## config.mk

```make
export PLATFORM = sky130hd
export DESIGN_NAME = mps_top
export DESIGN_NICKNAME = d
export VERILOG_FILES = /design/src/hdl/mps_pkg.sv /design/src/hdl/mps_meas_if.sv /design/src/hdl/mps_scale.sv /design/src/hdl/mps_tick.sv /design/src/hdl/mps_top.sv
export SDC_FILE = /design/constraint.sdc
export NUM_CORES = 2
export LEC_CHECK = 0
export BUFFER_PORTS_ARGS = -buffer_cell sky130_fd_sc_hd__buf_4
export CAP_MARGIN = 40
export CORE_MARGIN = 8
export CORE_UTILIZATION = 50
export CTS_BUF_LIST = sky130_fd_sc_hd__clkbuf_16
export DETAILED_ROUTE_END_ITERATION = 8
export GPL_TIMING_DRIVEN = 0
export PLACE_DENSITY_LB_ADDON = 0.05
export SETUP_SLACK_MARGIN = 0.15
export SLEW_MARGIN = 40
export SYNTH_ARGS = -nofsm -noshare
export SYNTH_HDL_FRONTEND = slang
export SYNTH_SLANG_ARGS = --single-unit
```

## constraint.sdc

```tcl
create_clock -name mclk -period 25.8 [get_ports mclk]
set_input_delay 1.29 -clock mclk [delete_from_list [all_inputs] [get_ports mclk]]
set_output_delay 1.29 -clock mclk [all_outputs]
set_load 0.02 [all_outputs]
```

## src/hdl/mps_pkg.sv

```systemverilog
// Constants shared by the motor protection and scaling block.
// Assumes 12-bit converter codes and a 100 MHz mclk.
package mps_pkg;

  // ****************************************
  // Timing
  // ****************************************
  localparam int CLK_PERIOD_NS = 10;
  localparam int MON_PERIOD_US = 50;
  localparam int MON_CYCLES = (MON_PERIOD_US * 1000) / CLK_PERIOD_NS;

  // ****************************************
  // Converter code points
  // ****************************************
  localparam logic [11:0] CODE_CW_ZERO = 12'h7ff;
  localparam logic [11:0] CODE_CCW_ZERO = 12'h800;
  localparam logic [11:0] CODE_FULL = 12'hfff;
  localparam logic [31:0] CODE_HALF_SPAN = 32'h0000_07ff;
  localparam logic [31:0] CODE_FULL_SPAN = 32'h0000_0fff;

  // ****************************************
  // Scale end points (centidegree, rpm, mV, mA)
  // ****************************************
  localparam logic [31:0] ANGLE_FULL_CDEG = 32'd18000;
  localparam logic [31:0] SPEED_FULL_RPM = 32'd2000;
  localparam logic [31:0] VBUS_FULL_MV = 32'd111000;
  localparam logic [31:0] CUR_SPAN_MA = 32'd25000;
  localparam logic signed [31:0] CUR_OFFSET_MA = 32'sd12500;

  // ****************************************
  // Protection limits
  // ****************************************
  localparam logic [15:0] OC_LIMIT_MA = 16'd3820;
  localparam logic [16:0] OV_LIMIT_MV = 17'd28000;
  localparam logic [16:0] UV_LIMIT_MV = 17'd14000;
  localparam logic [15:0] OS_LIMIT_RPM = 16'd3000;
  localparam logic signed [15:0] POS_DEADBAND_CNT = 16'sd1;

  // ****************************************
  // Fault cause bit positions and system state
  // ****************************************
  localparam int FLT_OC = 0;
  localparam int FLT_OV = 1;
  localparam int FLT_UV = 2;
  localparam int FLT_OS = 3;
  localparam int FLT_W = 4;
  localparam int GATE_N = 6;
  localparam int PHASE_N = 2;

  typedef enum logic [1:0] {ST_INACTIVE, ST_ACTIVE, ST_ERROR} mps_state_t;

endpackage

```

## src/hdl/mps_meas_if.sv

```systemverilog
// Scaled measurements passed from the scaler to the supervisor.
// Assumes one producer and one consumer in the mclk domain.
`timescale 1ns/10ps
`default_nettype none
interface mps_meas_if;
  import mps_pkg::*;
  logic signed [15:0] angle_cdeg;
  logic [11:0] speed_rpm;
  logic cmd_ccw;
  logic [16:0] vbus_mv;
  logic signed [15:0] cur_ma [PHASE_N];
  modport src (output angle_cdeg, output speed_rpm, output cmd_ccw, output vbus_mv, output cur_ma);
  modport dst (input angle_cdeg, input speed_rpm, input cmd_ccw, input vbus_mv, input cur_ma);
endinterface
`default_nettype wire

```

## src/hdl/mps_scale.sv

```systemverilog
// Linear scaling of converter codes into engineering units.
// Assumes codes are held stable by the caller; purely combinational.
`timescale 1ns/10ps
`default_nettype none
module mps_scale
  import mps_pkg::*;
(
  // Converter codes
  input wire logic [11:0] cmd_code,
  input wire logic [11:0] vbus_code,
  input wire logic [11:0] cur_code [PHASE_N],
  // Scaled results
  mps_meas_if.src meas
);
  logic ccw;
  logic [31:0] off;
  logic [31:0] ang_mag;
  logic [31:0] spd_mag;
  logic [31:0] vbus_full;

  // ****************************************
  // Command potentiometer: lower half CW, upper half CCW
  // ****************************************
  assign ccw = cmd_code[11];
  assign off = ccw ? 32'(cmd_code - CODE_CCW_ZERO) : 32'(CODE_CW_ZERO - cmd_code);
  assign ang_mag = (off * ANGLE_FULL_CDEG) / CODE_HALF_SPAN;
  assign spd_mag = (off * SPEED_FULL_RPM) / CODE_HALF_SPAN;
  assign meas.angle_cdeg = ccw ? -16'(ang_mag) : 16'(ang_mag);
  assign meas.speed_rpm = 12'(spd_mag);
  assign meas.cmd_ccw = ccw;

  // ****************************************
  // Bus voltage, full code is full scale
  // ****************************************
  assign vbus_full = (32'(vbus_code) * VBUS_FULL_MV) / CODE_FULL_SPAN;
  assign meas.vbus_mv = 17'(vbus_full);

  // ****************************************
  // Phase currents, mid code is zero amps
  // ****************************************
  genvar g;
  generate
    for (g = 0; g < PHASE_N; g++)
    begin : g_cur
      logic signed [31:0] pos;
      assign pos = signed'((32'(cur_code[g]) * CUR_SPAN_MA) / CODE_FULL_SPAN);
      assign meas.cur_ma[g] = 16'(pos - CUR_OFFSET_MA);
    end
  endgenerate
endmodule
`default_nettype wire

```

## src/hdl/mps_tick.sv

```systemverilog
// Free-running monitoring tick generator.
// Assumes mclk runs continuously; pulse is one cycle wide.
`timescale 1ns/10ps
`default_nettype none
module mps_tick #(
  parameter int unsigned PERIOD = 5000
) (
  // Clock and reset
  input wire logic mclk,
  input wire logic arst_n,
  // Tick
  output logic tick
);
  logic [15:0] cnt_r;

  always_ff @(posedge mclk or negedge arst_n)
  begin
    if (!arst_n)
    begin
      cnt_r <= 16'h0000;
      tick <= 1'b0;
    end
    else if (cnt_r == 16'(PERIOD - 1))
    begin
      cnt_r <= 16'h0000;
      tick <= 1'b1;
    end
    else
    begin
      cnt_r <= cnt_r + 16'h0001;
      tick <= 1'b0;
    end
  end
endmodule
`default_nettype wire

```

## src/hdl/mps_top.sv

```systemverilog
// Motor supervisor: scales converter readings, decodes the start switch,
// and shuts the inverter gates down on a protection fault.
// Assumes all inputs are synchronous to mclk.
//
// How it works
// - Phase current over 3.82 A disables gates
// - Bus voltage over 28 V disables gates
// - Bus voltage under 14 V disables gates
// - Speed over 3000 rpm disables gates
// - Fault falling edge or short tri-states PWM
// - Switch sampled low requests motor start
// - Switch going high stops; host may too
// - CW position: 0x7ff..0x000 maps 0..180 deg
// - CCW position: 0x800..0xfff maps 0..-180 deg
// - CW speed: 0x7ff..0x000 maps 0..2000 rpm
// - CCW speed: 0x800..0xfff maps 0..2000 rpm
// - Bus code 0x000..0xfff maps 0..111 V
// - Scaled bus voltage feeds the vbus_mv output and limits
// - Current code maps -12.5 A..+12.5 A
// - Position error within one count reads zero
`timescale 1ns/10ps
`default_nettype none
module mps_top
  import mps_pkg::*;
#(
  parameter int unsigned TICK_CYCLES = MON_CYCLES
) (
  // Clock and reset
  input wire logic mclk,
  input wire logic arst_n,
  // Converter results
  input wire logic adc_valid,
  input wire logic [11:0] command_input_channel,
  input wire logic [11:0] bus_voltage_channel,
  input wire logic [11:0] phase_u_current_channel,
  input wire logic [11:0] phase_w_current_channel,
  // Motion feedback
  input wire logic signed [15:0] rotor_speed_rpm,
  input wire logic signed [15:0] pos_err_cnt,
  // Operator and host controls
  input wire logic start_stop_switch,
  input wire logic host_start,
  input wire logic host_stop,
  input wire logic fault_clear,
  // Hardware fault inputs
  input wire logic ext_oc_n,
  input wire logic short_detect,
  // Gate drive
  output logic [GATE_N-1:0] gate_en,
  output logic pwm_hiz,
  // Status
  output logic motor_run,
  output logic [1:0] sys_state,
  output logic [FLT_W-1:0] fault_flags,
  output logic mon_tick,
  // Scaled values
  output logic signed [15:0] cmd_angle_cdeg,
  output logic [11:0] cmd_speed_rpm,
  output logic cmd_ccw,
  output logic [16:0] vbus_mv,
  output logic signed [15:0] iu_ma,
  output logic signed [15:0] iw_ma,
  output logic signed [15:0] pos_err_db
);

  // ****************************************
  // Converter capture and scaling
  // ****************************************
  logic [11:0] cmd_code_r;
  logic [11:0] vbus_code_r;
  logic [11:0] cur_code_r [PHASE_N];
  logic tick;

  mps_meas_if meas ();

  // Hold the last converted codes so scaling sees stable inputs
  always_ff @(posedge mclk or negedge arst_n)
  begin
    if (!arst_n)
    begin
      cmd_code_r <= CODE_CW_ZERO;
      vbus_code_r <= 12'h000;
      cur_code_r[0] <= CODE_CCW_ZERO;
      cur_code_r[1] <= CODE_CCW_ZERO;
    end
    else if (adc_valid)
    begin
      cmd_code_r <= command_input_channel;
      vbus_code_r <= bus_voltage_channel;
      cur_code_r[0] <= phase_u_current_channel;
      cur_code_r[1] <= phase_w_current_channel;
    end
  end

  mps_scale u_scale (
    .cmd_code(cmd_code_r),
    .vbus_code(vbus_code_r),
    .cur_code(cur_code_r),
    .meas(meas.src)
  );

  mps_tick #(
    .PERIOD(TICK_CYCLES)
  ) u_tick (
    .mclk(mclk),
    .arst_n(arst_n),
    .tick(tick)
  );

  // ****************************************
  // Registered scaled outputs
  // ****************************************
  always_ff @(posedge mclk or negedge arst_n)
  begin
    if (!arst_n)
    begin
      cmd_angle_cdeg <= 16'sh0000;
      cmd_speed_rpm <= 12'h000;
      cmd_ccw <= 1'b0;
      vbus_mv <= 17'h00000;
      iu_ma <= 16'sh0000;
      iw_ma <= 16'sh0000;
      mon_tick <= 1'b0;
    end
    else
    begin
      cmd_angle_cdeg <= meas.angle_cdeg;
      cmd_speed_rpm <= meas.speed_rpm;
      cmd_ccw <= meas.cmd_ccw;
      vbus_mv <= meas.vbus_mv;
      iu_ma <= meas.cur_ma[0];
      iw_ma <= meas.cur_ma[1];
      mon_tick <= tick;
    end
  end

  // ****************************************
  // Position dead band
  // ****************************************
  // Suppresses hunting when the rotor sits one count off target
  always_ff @(posedge mclk or negedge arst_n)
  begin
    if (!arst_n)
      pos_err_db <= 16'sh0000;
    else if (pos_err_cnt >= -POS_DEADBAND_CNT && pos_err_cnt <= POS_DEADBAND_CNT)
      pos_err_db <= 16'sh0000;
    else
      pos_err_db <= pos_err_cnt;
  end

  // ****************************************
  // Protection checks, evaluated on the tick only
  // ****************************************
  logic signed [16:0] iv_ma;
  logic [15:0] iu_abs;
  logic [15:0] iw_abs;
  logic [16:0] iv_abs;
  logic [15:0] spd_abs;
  logic oc_hit;
  logic ov_hit;
  logic uv_hit;
  logic os_hit;
  logic [FLT_W-1:0] flt_set;

  // V phase is not sensed; it is implied by the other two
  assign iv_ma = -(17'(meas.cur_ma[0]) + 17'(meas.cur_ma[1]));
  assign iu_abs = meas.cur_ma[0][15] ? 16'(-meas.cur_ma[0]) : 16'(meas.cur_ma[0]);
  assign iw_abs = meas.cur_ma[1][15] ? 16'(-meas.cur_ma[1]) : 16'(meas.cur_ma[1]);
  assign iv_abs = iv_ma[16] ? 17'(-iv_ma) : 17'(iv_ma);
  assign spd_abs = rotor_speed_rpm[15] ? 16'(-rotor_speed_rpm) : 16'(rotor_speed_rpm);

  assign oc_hit = (iu_abs > OC_LIMIT_MA) || (iw_abs > OC_LIMIT_MA) || (iv_abs > 17'(OC_LIMIT_MA));
  assign ov_hit = meas.vbus_mv > OV_LIMIT_MV;
  assign uv_hit = meas.vbus_mv < UV_LIMIT_MV;
  assign os_hit = spd_abs > OS_LIMIT_RPM;

  always_comb
  begin
    flt_set = '0;
    if (tick)
    begin
      flt_set[FLT_OC] = oc_hit;
      flt_set[FLT_OV] = ov_hit;
      flt_set[FLT_UV] = uv_hit;
      flt_set[FLT_OS] = os_hit;
    end
  end

  // Set wins over clear so a fault on the clearing cycle is kept
  always_ff @(posedge mclk or negedge arst_n)
  begin
    if (!arst_n)
      fault_flags <= '0;
    else
      fault_flags <= (fault_clear ? '0 : fault_flags) | flt_set;
  end

  // ****************************************
  // Hardware emergency stop
  // ****************************************
  logic ext_oc_prev_r;
  logic hiz_set;

  always_ff @(posedge mclk or negedge arst_n)
  begin
    if (!arst_n)
      ext_oc_prev_r <= 1'b1;
    else
      ext_oc_prev_r <= ext_oc_n;
  end

  assign hiz_set = (ext_oc_prev_r && !ext_oc_n) || short_detect;

  // Not tick-gated: the hardware path must act within one cycle
  always_ff @(posedge mclk or negedge arst_n)
  begin
    if (!arst_n)
      pwm_hiz <= 1'b0;
    else
      pwm_hiz <= (fault_clear ? 1'b0 : pwm_hiz) | hiz_set;
  end

  // ****************************************
  // Start and stop requests
  // ****************************************
  logic sw_smp_r;
  logic sw_prev_r;
  logic sw_start;
  logic sw_stop;

  // The switch is polled on the tick, like a main loop would
  always_ff @(posedge mclk or negedge arst_n)
  begin
    if (!arst_n)
    begin
      sw_smp_r <= 1'b1;
      sw_prev_r <= 1'b1;
    end
    else if (tick)
    begin
      sw_smp_r <= start_stop_switch;
      sw_prev_r <= sw_smp_r;
    end
  end

  assign sw_start = !sw_smp_r;
  // One-cycle event in the cycle after the sample, so a stale switch edge cannot cancel a later host start
  assign sw_stop = mon_tick && sw_smp_r && !sw_prev_r;

  // ****************************************
  // System state
  // ****************************************
  mps_state_t state_r;
  logic any_fault;

  assign any_fault = (|fault_flags) || (|flt_set) || pwm_hiz || hiz_set;

  always_ff @(posedge mclk or negedge arst_n)
  begin
    if (!arst_n)
      state_r <= ST_INACTIVE;
    else
    begin
      unique case (state_r)
        ST_INACTIVE:
        begin
          if (any_fault)
            state_r <= ST_ERROR;
          else if (host_start || (sw_start && !host_stop))
            state_r <= ST_ACTIVE;
        end
        ST_ACTIVE:
        begin
          if (any_fault)
            state_r <= ST_ERROR;
          else if (host_stop || sw_stop)
            state_r <= ST_INACTIVE;
        end
        ST_ERROR:
        begin
          // Leave only once the clear has emptied every latch
          if (fault_clear && !(|flt_set) && !hiz_set)
            state_r <= ST_INACTIVE;
        end
      endcase
    end
  end

  // ****************************************
  // Gate drive and status outputs
  // ****************************************
  always_ff @(posedge mclk or negedge arst_n)
  begin
    if (!arst_n)
    begin
      motor_run <= 1'b0;
      sys_state <= 2'(ST_INACTIVE);
    end
    else
    begin
      motor_run <= (state_r == ST_ACTIVE) && !any_fault;
      sys_state <= 2'(state_r);
    end
  end

  genvar g;
  generate
    for (g = 0; g < GATE_N; g++)
    begin : g_gate
      always_ff @(posedge mclk or negedge arst_n)
      begin
        if (!arst_n)
          gate_en[g] <= 1'b0;
        else
          gate_en[g] <= (state_r == ST_ACTIVE) && !any_fault;
      end
    end
  endgenerate

endmodule
`default_nettype wire

```

# --- Yosys cells after proc, flatten, opt, wreduce, memory -nomap -nowiden ---
# Cells that the tools add are included.
op_classes:
  n_div: 5
  n_mux: 18
  n_reduce_logical: 27
  add_sub_neg: 12
  n_mul: 5
  n_eq_ne: 6
  bitwise: 2
  n_lt_le_gt_ge: 8
ops:
  columns: ["op", "n"]
  rows:
  - ["two-way mux 16 bit", 6]
  - ["divider 27 x 12 -> 32 bit (second input constant)", 2]
  - ["divider 32 x 11 -> 32 bit (second input constant)", 2]
  - ["negation 16 bit", 4]
  - ["greater-than comparator 16 x 12 -> 1 bit (second input constant)", 3]
  - ["multiplier 12 x 12 -> 24 bit (second input constant)", 2]
  - ["negation 17 bit", 2]
  - ["divider 29 x 12 -> 32 bit (second input constant)", 1]
  - ["multiplier 32 x 11 -> 28 bit (second input constant)", 1]
  - ["multiplier 32 x 7 -> 28 bit (second input constant)", 1]
  - ["two-way mux 32 bit", 1]
  - ["subtractor 16 x 15 -> 16 bit (second input constant)", 2]
  - ["multiplier 12 x 14 -> 26 bit (second input constant)", 1]
  - ["adder 16 x 16 -> 17 bit", 1]
  - ["greater-than comparator 17 x 12 -> 1 bit (second input constant)", 1]
  - ["greater-than comparator 17 x 15 -> 1 bit (second input constant)", 1]
  - ["< comparator 17 x 14 -> 1 bit (second input constant)", 1]
  - ["two-way mux 17 bit", 1]
  - ["adder 16 x 1 -> 16 bit (second input constant)", 1]
  - ["== test 16 x 13 -> 1 bit (second input constant)", 1]
  - [">= comparator 16 x 1 -> 1 bit (second input constant)", 1]
  - ["less-or-equal comparator 16 x 2 -> 1 bit (second input constant)", 1]
  - ["subtractor 11 x 12 -> 13 bit (first input constant)", 1]
  - ["subtractor 12 x 12 -> 13 bit (second input constant)", 1]
  - ["16 further kinds", 44]
word_totals:
  ff_bits: 173
  out_inout_bits: 109
  inputBits: 89

# --- Depth between registers and ports, before layout ---
depth:
  ltp_word: 16
  ltp_mapped: 95
  depth_no_buf: 85

# --- By module ---
# From an unflattened synthesis, not the netlist that was laid out.
unflattened:
  hier_cells: 5665
  area_unflattened_um2: 43431.7
by_module_without_submodules:
  columns: ["mod", "area_per_inst_um2", "cells_each", "seq_area_each_um2", "n_inst"]
  rows:
  - ["mps_scale", 35531.6, 5004, 0.0, 1]
  - ["mps_top", 7129.3, 592, 3923.8, 1]
  - ["mps_tick", 770.7, 69, 425.4, 1]

# --- Worst setup path before layout ---
# OpenSTA, ideal clock, no wires.
synth_timing:
  path_type: "register to register"
  startpoint: "register cur_code_r[14] in the netlist's numbering"
  endpoint: "register state_r[1]"
  n_path_buf: 5
  stages_incl_launch_ff: 87
  setup_time_ns: 0.104
  t_required_ns: 25.696
  slack_ns: 6.030
  arrival_ns: 19.666
  cell_sequence: "dfrtp_1 -> ha_1 -> ha_1 -> inv_1 -> fa_1 -> fa_1 -> inv_1 -> fa_1 -> ha_1 -> and2_1 -> and2_1 -> and3_1 -> o21a_1 -> o31ai_1 -> nand3_1 -> nor3_2 -> o21a_1 -> o211ai_2 -> [51 not listed] -> o21bai_1 -> a21oi_1 -> o21bai_1 -> a21oi_1 -> o21bai_1 -> a21oi_1 -> xnor2_1 -> clkbuf_1 -> a21oi_1 -> xnor2_1 -> o21ai_0 -> a21oi_1 -> o21ai_0 -> a311oi_1 -> o2111ai_1 -> o21ai_2 -> a21oi_1 -> o311ai_1"
synth_lines:
  columns: ["element", "line_no", "rtl"]
  rows:
  - ["start: declaration", "mps_top.sv:71", "logic [11:0] cur_code_r [PHASE_N];"]
  - ["end signal: assignment", "mps_top.sv:261", "state_r <= ST_INACTIVE;"]
  - ["end signal: assignment", "mps_top.sv:268", "state_r <= ST_ERROR;"]
  - ["end signal: assignment", "mps_top.sv:270", "state_r <= ST_ACTIVE;"]
  - ["end: declaration", "mps_top.sv:253", "mps_state_t state_r;"]

==> results.cfg <==
[status]
status = finished clean

[synth]
ys_types = 154
ys.flop_type = dfrtp_1
syn_area_sq_um = 44800
synth_seq_cells = 173
synthArstFlopShare_pct = 100
synth-edff-count = 0
avgSynthCellArea_sq_um = 7.66
synth.yosys.seq_area_share_pct = 9.70
syn_nets = 6526
yosysWarningCount = 0
synthCells = 5858

[job]
cap_violations = 0

[route]
firstDrtPassIters = 6
ant_nets = 0
wl_mm = 137
vias = 45800
vias_per_cell = 6.30
drtIter0Drc = 3811
drcViolationCount = 0
wire_per_inst_um = 18.8

[cts]
cts_hold_repair.buffers = 0
clk_path_buf_depth = 2
clock_latency_ns = 0.52
cts_buffers = 17
post_cts_buffers = 0
htreeDepth = 4
cts.repair.resized = 0
path_clk_slew_ns = 0.08
cts_num_sinks = 173
cts_tree = yes
cts-root-buf = clkbuf_16

[worst_setup_path]
crit_type = register to register
crit_path_max_incr_delay_ns = 0.61
end_kind = register
crit_path_start = cur_code_r[18]
worstReg2RegEnd = state_r[1]
cp_slowest_cell = or4_1
reg2regPathDepth = 87
worstPathRequired_ns = 26.21
worstPathMaxFanout = 11
arrival_ns = 23.99
start_kind = register
r2r_start = cur_code_r[18]
rrSetupSlack_ns = 2.22
crit_top_cell = a21oi_1

[placed_design]
post-dp-hpwl_mm = 113
pre_cts_slack_ns = 1.67
numPortBuffers = 196
gp_congestion = 0.935

[timing]
setup_viol = 0
fin_ws_ns = 2.22
period_minus_slack_ns = 23.58
slew_violations = 0
fin_crit_sh_pct = 91.4
maxSlewHeadroom_pct = 40.4
tightest_slew_ns = 0.885
finClkSkew_ns = 0.0227
finalHoldViolCount = 0
fin_setup_tns_ns = 0
rsz0062_at_grt = no
max_freq_ghz = 0.0424

[global_route]
grt_max_degree = 65
grt_pass1_vias = 43000
antenna_found_initial = 2
track_usage_pct = 26.6
overflow = 0
grt_pass1_wl_mm = 224

[die]
dieArea_sq_um = 99500
io_pins = 198
die_h_um = 315
fp.dieW_um = 315
start_util_pct = 50.1
core_sq_um = 89500
rows = 110

[hold_path]
hold_end = sys_state[1]
hold_path_startpoint = state_r[1]
hold_path_depth = 0
hold_path_class = register to register

[cells_and_area]
nets = 6745
final_layout_size_suffix_gt1_share_pct = 11.7
syn_to_final_growth_pct = 8.75
## synthesized netlist by cell type (39+ instances only)
cell type	instances	share of area, %
mux2i_1	42	0.94
o31a_1	39	0.76
fa_1	155	6.9
and4_1	53	1.0
and3_1	101	1.4
and2_1	123	1.7
nor2_1	412	3.4
o21a_1	67	1.1
xor2_1	103	2.0
nor3_1	202	2.3
clkbuf_1	76	0.64
or3_1	85	1.2
nand4_1	111	1.5
or4_1	45	0.75
ha_1	424	12
o21ai_0	268	3.0
dfrtp_1	157	8.8
inv_1	499	4.2
o31ai_1	63	1.1
nand2_1	433	3.6
a211oi_1	65	1.1
a21o_1	88	1.5
o211ai_1	90	1.5
buf_2	53	0.59
a21oi_1	309	3.4
a31oi_1	96	1.3
a211o_1	47	0.92
nand3_1	231	2.6
nor4_1	78	1.1
mux2_2	65	1.6
o21ai_1	61	0.68
or2_2	61	0.85
xnor2_1	245	4.8
nand2b_1	44	0.61
## cell usage in the layout (no fill, tap or decap), types with 53 or more instances in the layout
cell,instances
o21ai_1,60
o211ai_1,90
or2_2,61
o21ai_0,268
clkbuf_1,72
nor2_1,412
mux2_2,65
o21a_1,67
nor3_1,200
nor4_1,72
buf_2,54
ha_1,424
inv_1,500
nand3_1,231
and4_1,53
fa_1,155
and2_1,123
nand4_1,111
a21o_1,88
and3_1,101
or3_1,85
xor2_1,103
xnor2_1,234
a31oi_1,95
a21oi_1,308
buf_4,211
a211oi_1,64
dfrtp_1,157
nand2_1,433
o31ai_1,59
## worst max-delay path, delay by kind of cell (launching register included)
kind,cells,cell delay [ns]
muxes,2,0.74
adders and majority gates,10,3.29
DFF,1,0.46
xor gates and xnor gates,6,2.04
AOI/OAI and AO/OA,41,9.63
and+or+nand+nor,18,5.29
buffers and inverters,10,1.95
## registers in the layout (all words and copies together), names as in the netlist, 2 cells and up
name            cells
vbus_code_r        12
pos_err_db         16
vbus_mv            17
sys_state           2
u_tick.cnt_r       16
fault_flags         4
cmd_angle_cdeg     16
state_r             2
cur_code_r         24
iu_ma              16
iw_ma              16
cmd_code_r         12
cmd_speed_rpm      12
## area by class of cell
cell class                 count  area [sq um]
fill                        8824         40700
clock buffer                  17           425
antenna                        1          2.50
clock inverter                15           201
inverter                     505          1900
timing repair buffer         200          1570
sequential                   173          4350
tap                         1176          1470
multi-input combinational   5016         38000
buffer                       164           813
## logic make-up after synthesis
kind of cell	count (synthesis)	share of synthesized area, %
simple gates	2179	26.3
compound gates	1786	29.4
buf+inv	669	6.03
fa+ha+maj	586	18.9
xor+xnor	352	6.98
flops	173	9.70
mux	113	2.75
## stage by stage
stage / utilization (%) / hold WS (ns) / cell area, sq um / instances
6_report: 54.5 / 0.452 / 48800 / 7267
5_1_grt: 54.5 / 0.483 / 48800 / 7266
4_1_cts: 54.3 / 0.452 / 48600 / 7265
3_5_place_dp: 53.6 / 0.436 / 48000 / 7233
3_3_place_gp: 53.4 / 0.424 / 47800 / 7230
2_1_floorplan: - / 0.352 / 44800 / 5858
## layer usage
layer / vias up / track usage (%) / share of wire [%]
li1: 22600 / - / -
met1: 21800 / 37.4 / 48
met2: 1255 / 43.6 / 46
met3: 147 / 2.84 / 4.8
met4: 2 / 6.02 / 1.8
met5: - / 0 / 0.0066
## how the worst max path moves through the flow
stage	end	slack, ns	cells past startpoint
6_report	state_r[1]	2.22	87
5_1_grt	state_r[1]	0.18	88
4_1_cts	state_r[1]	1.50	88
3_5_place_dp	state_r[1]	1.67	88
3_3_place_gp	state_r[1]	1.80	88
2_1_floorplan	state_r[1]	6.03	86
Power is left out: the tool's default activity adds up to more than one toggle a clock period on the data nets, which glitch-free logic cannot reach.
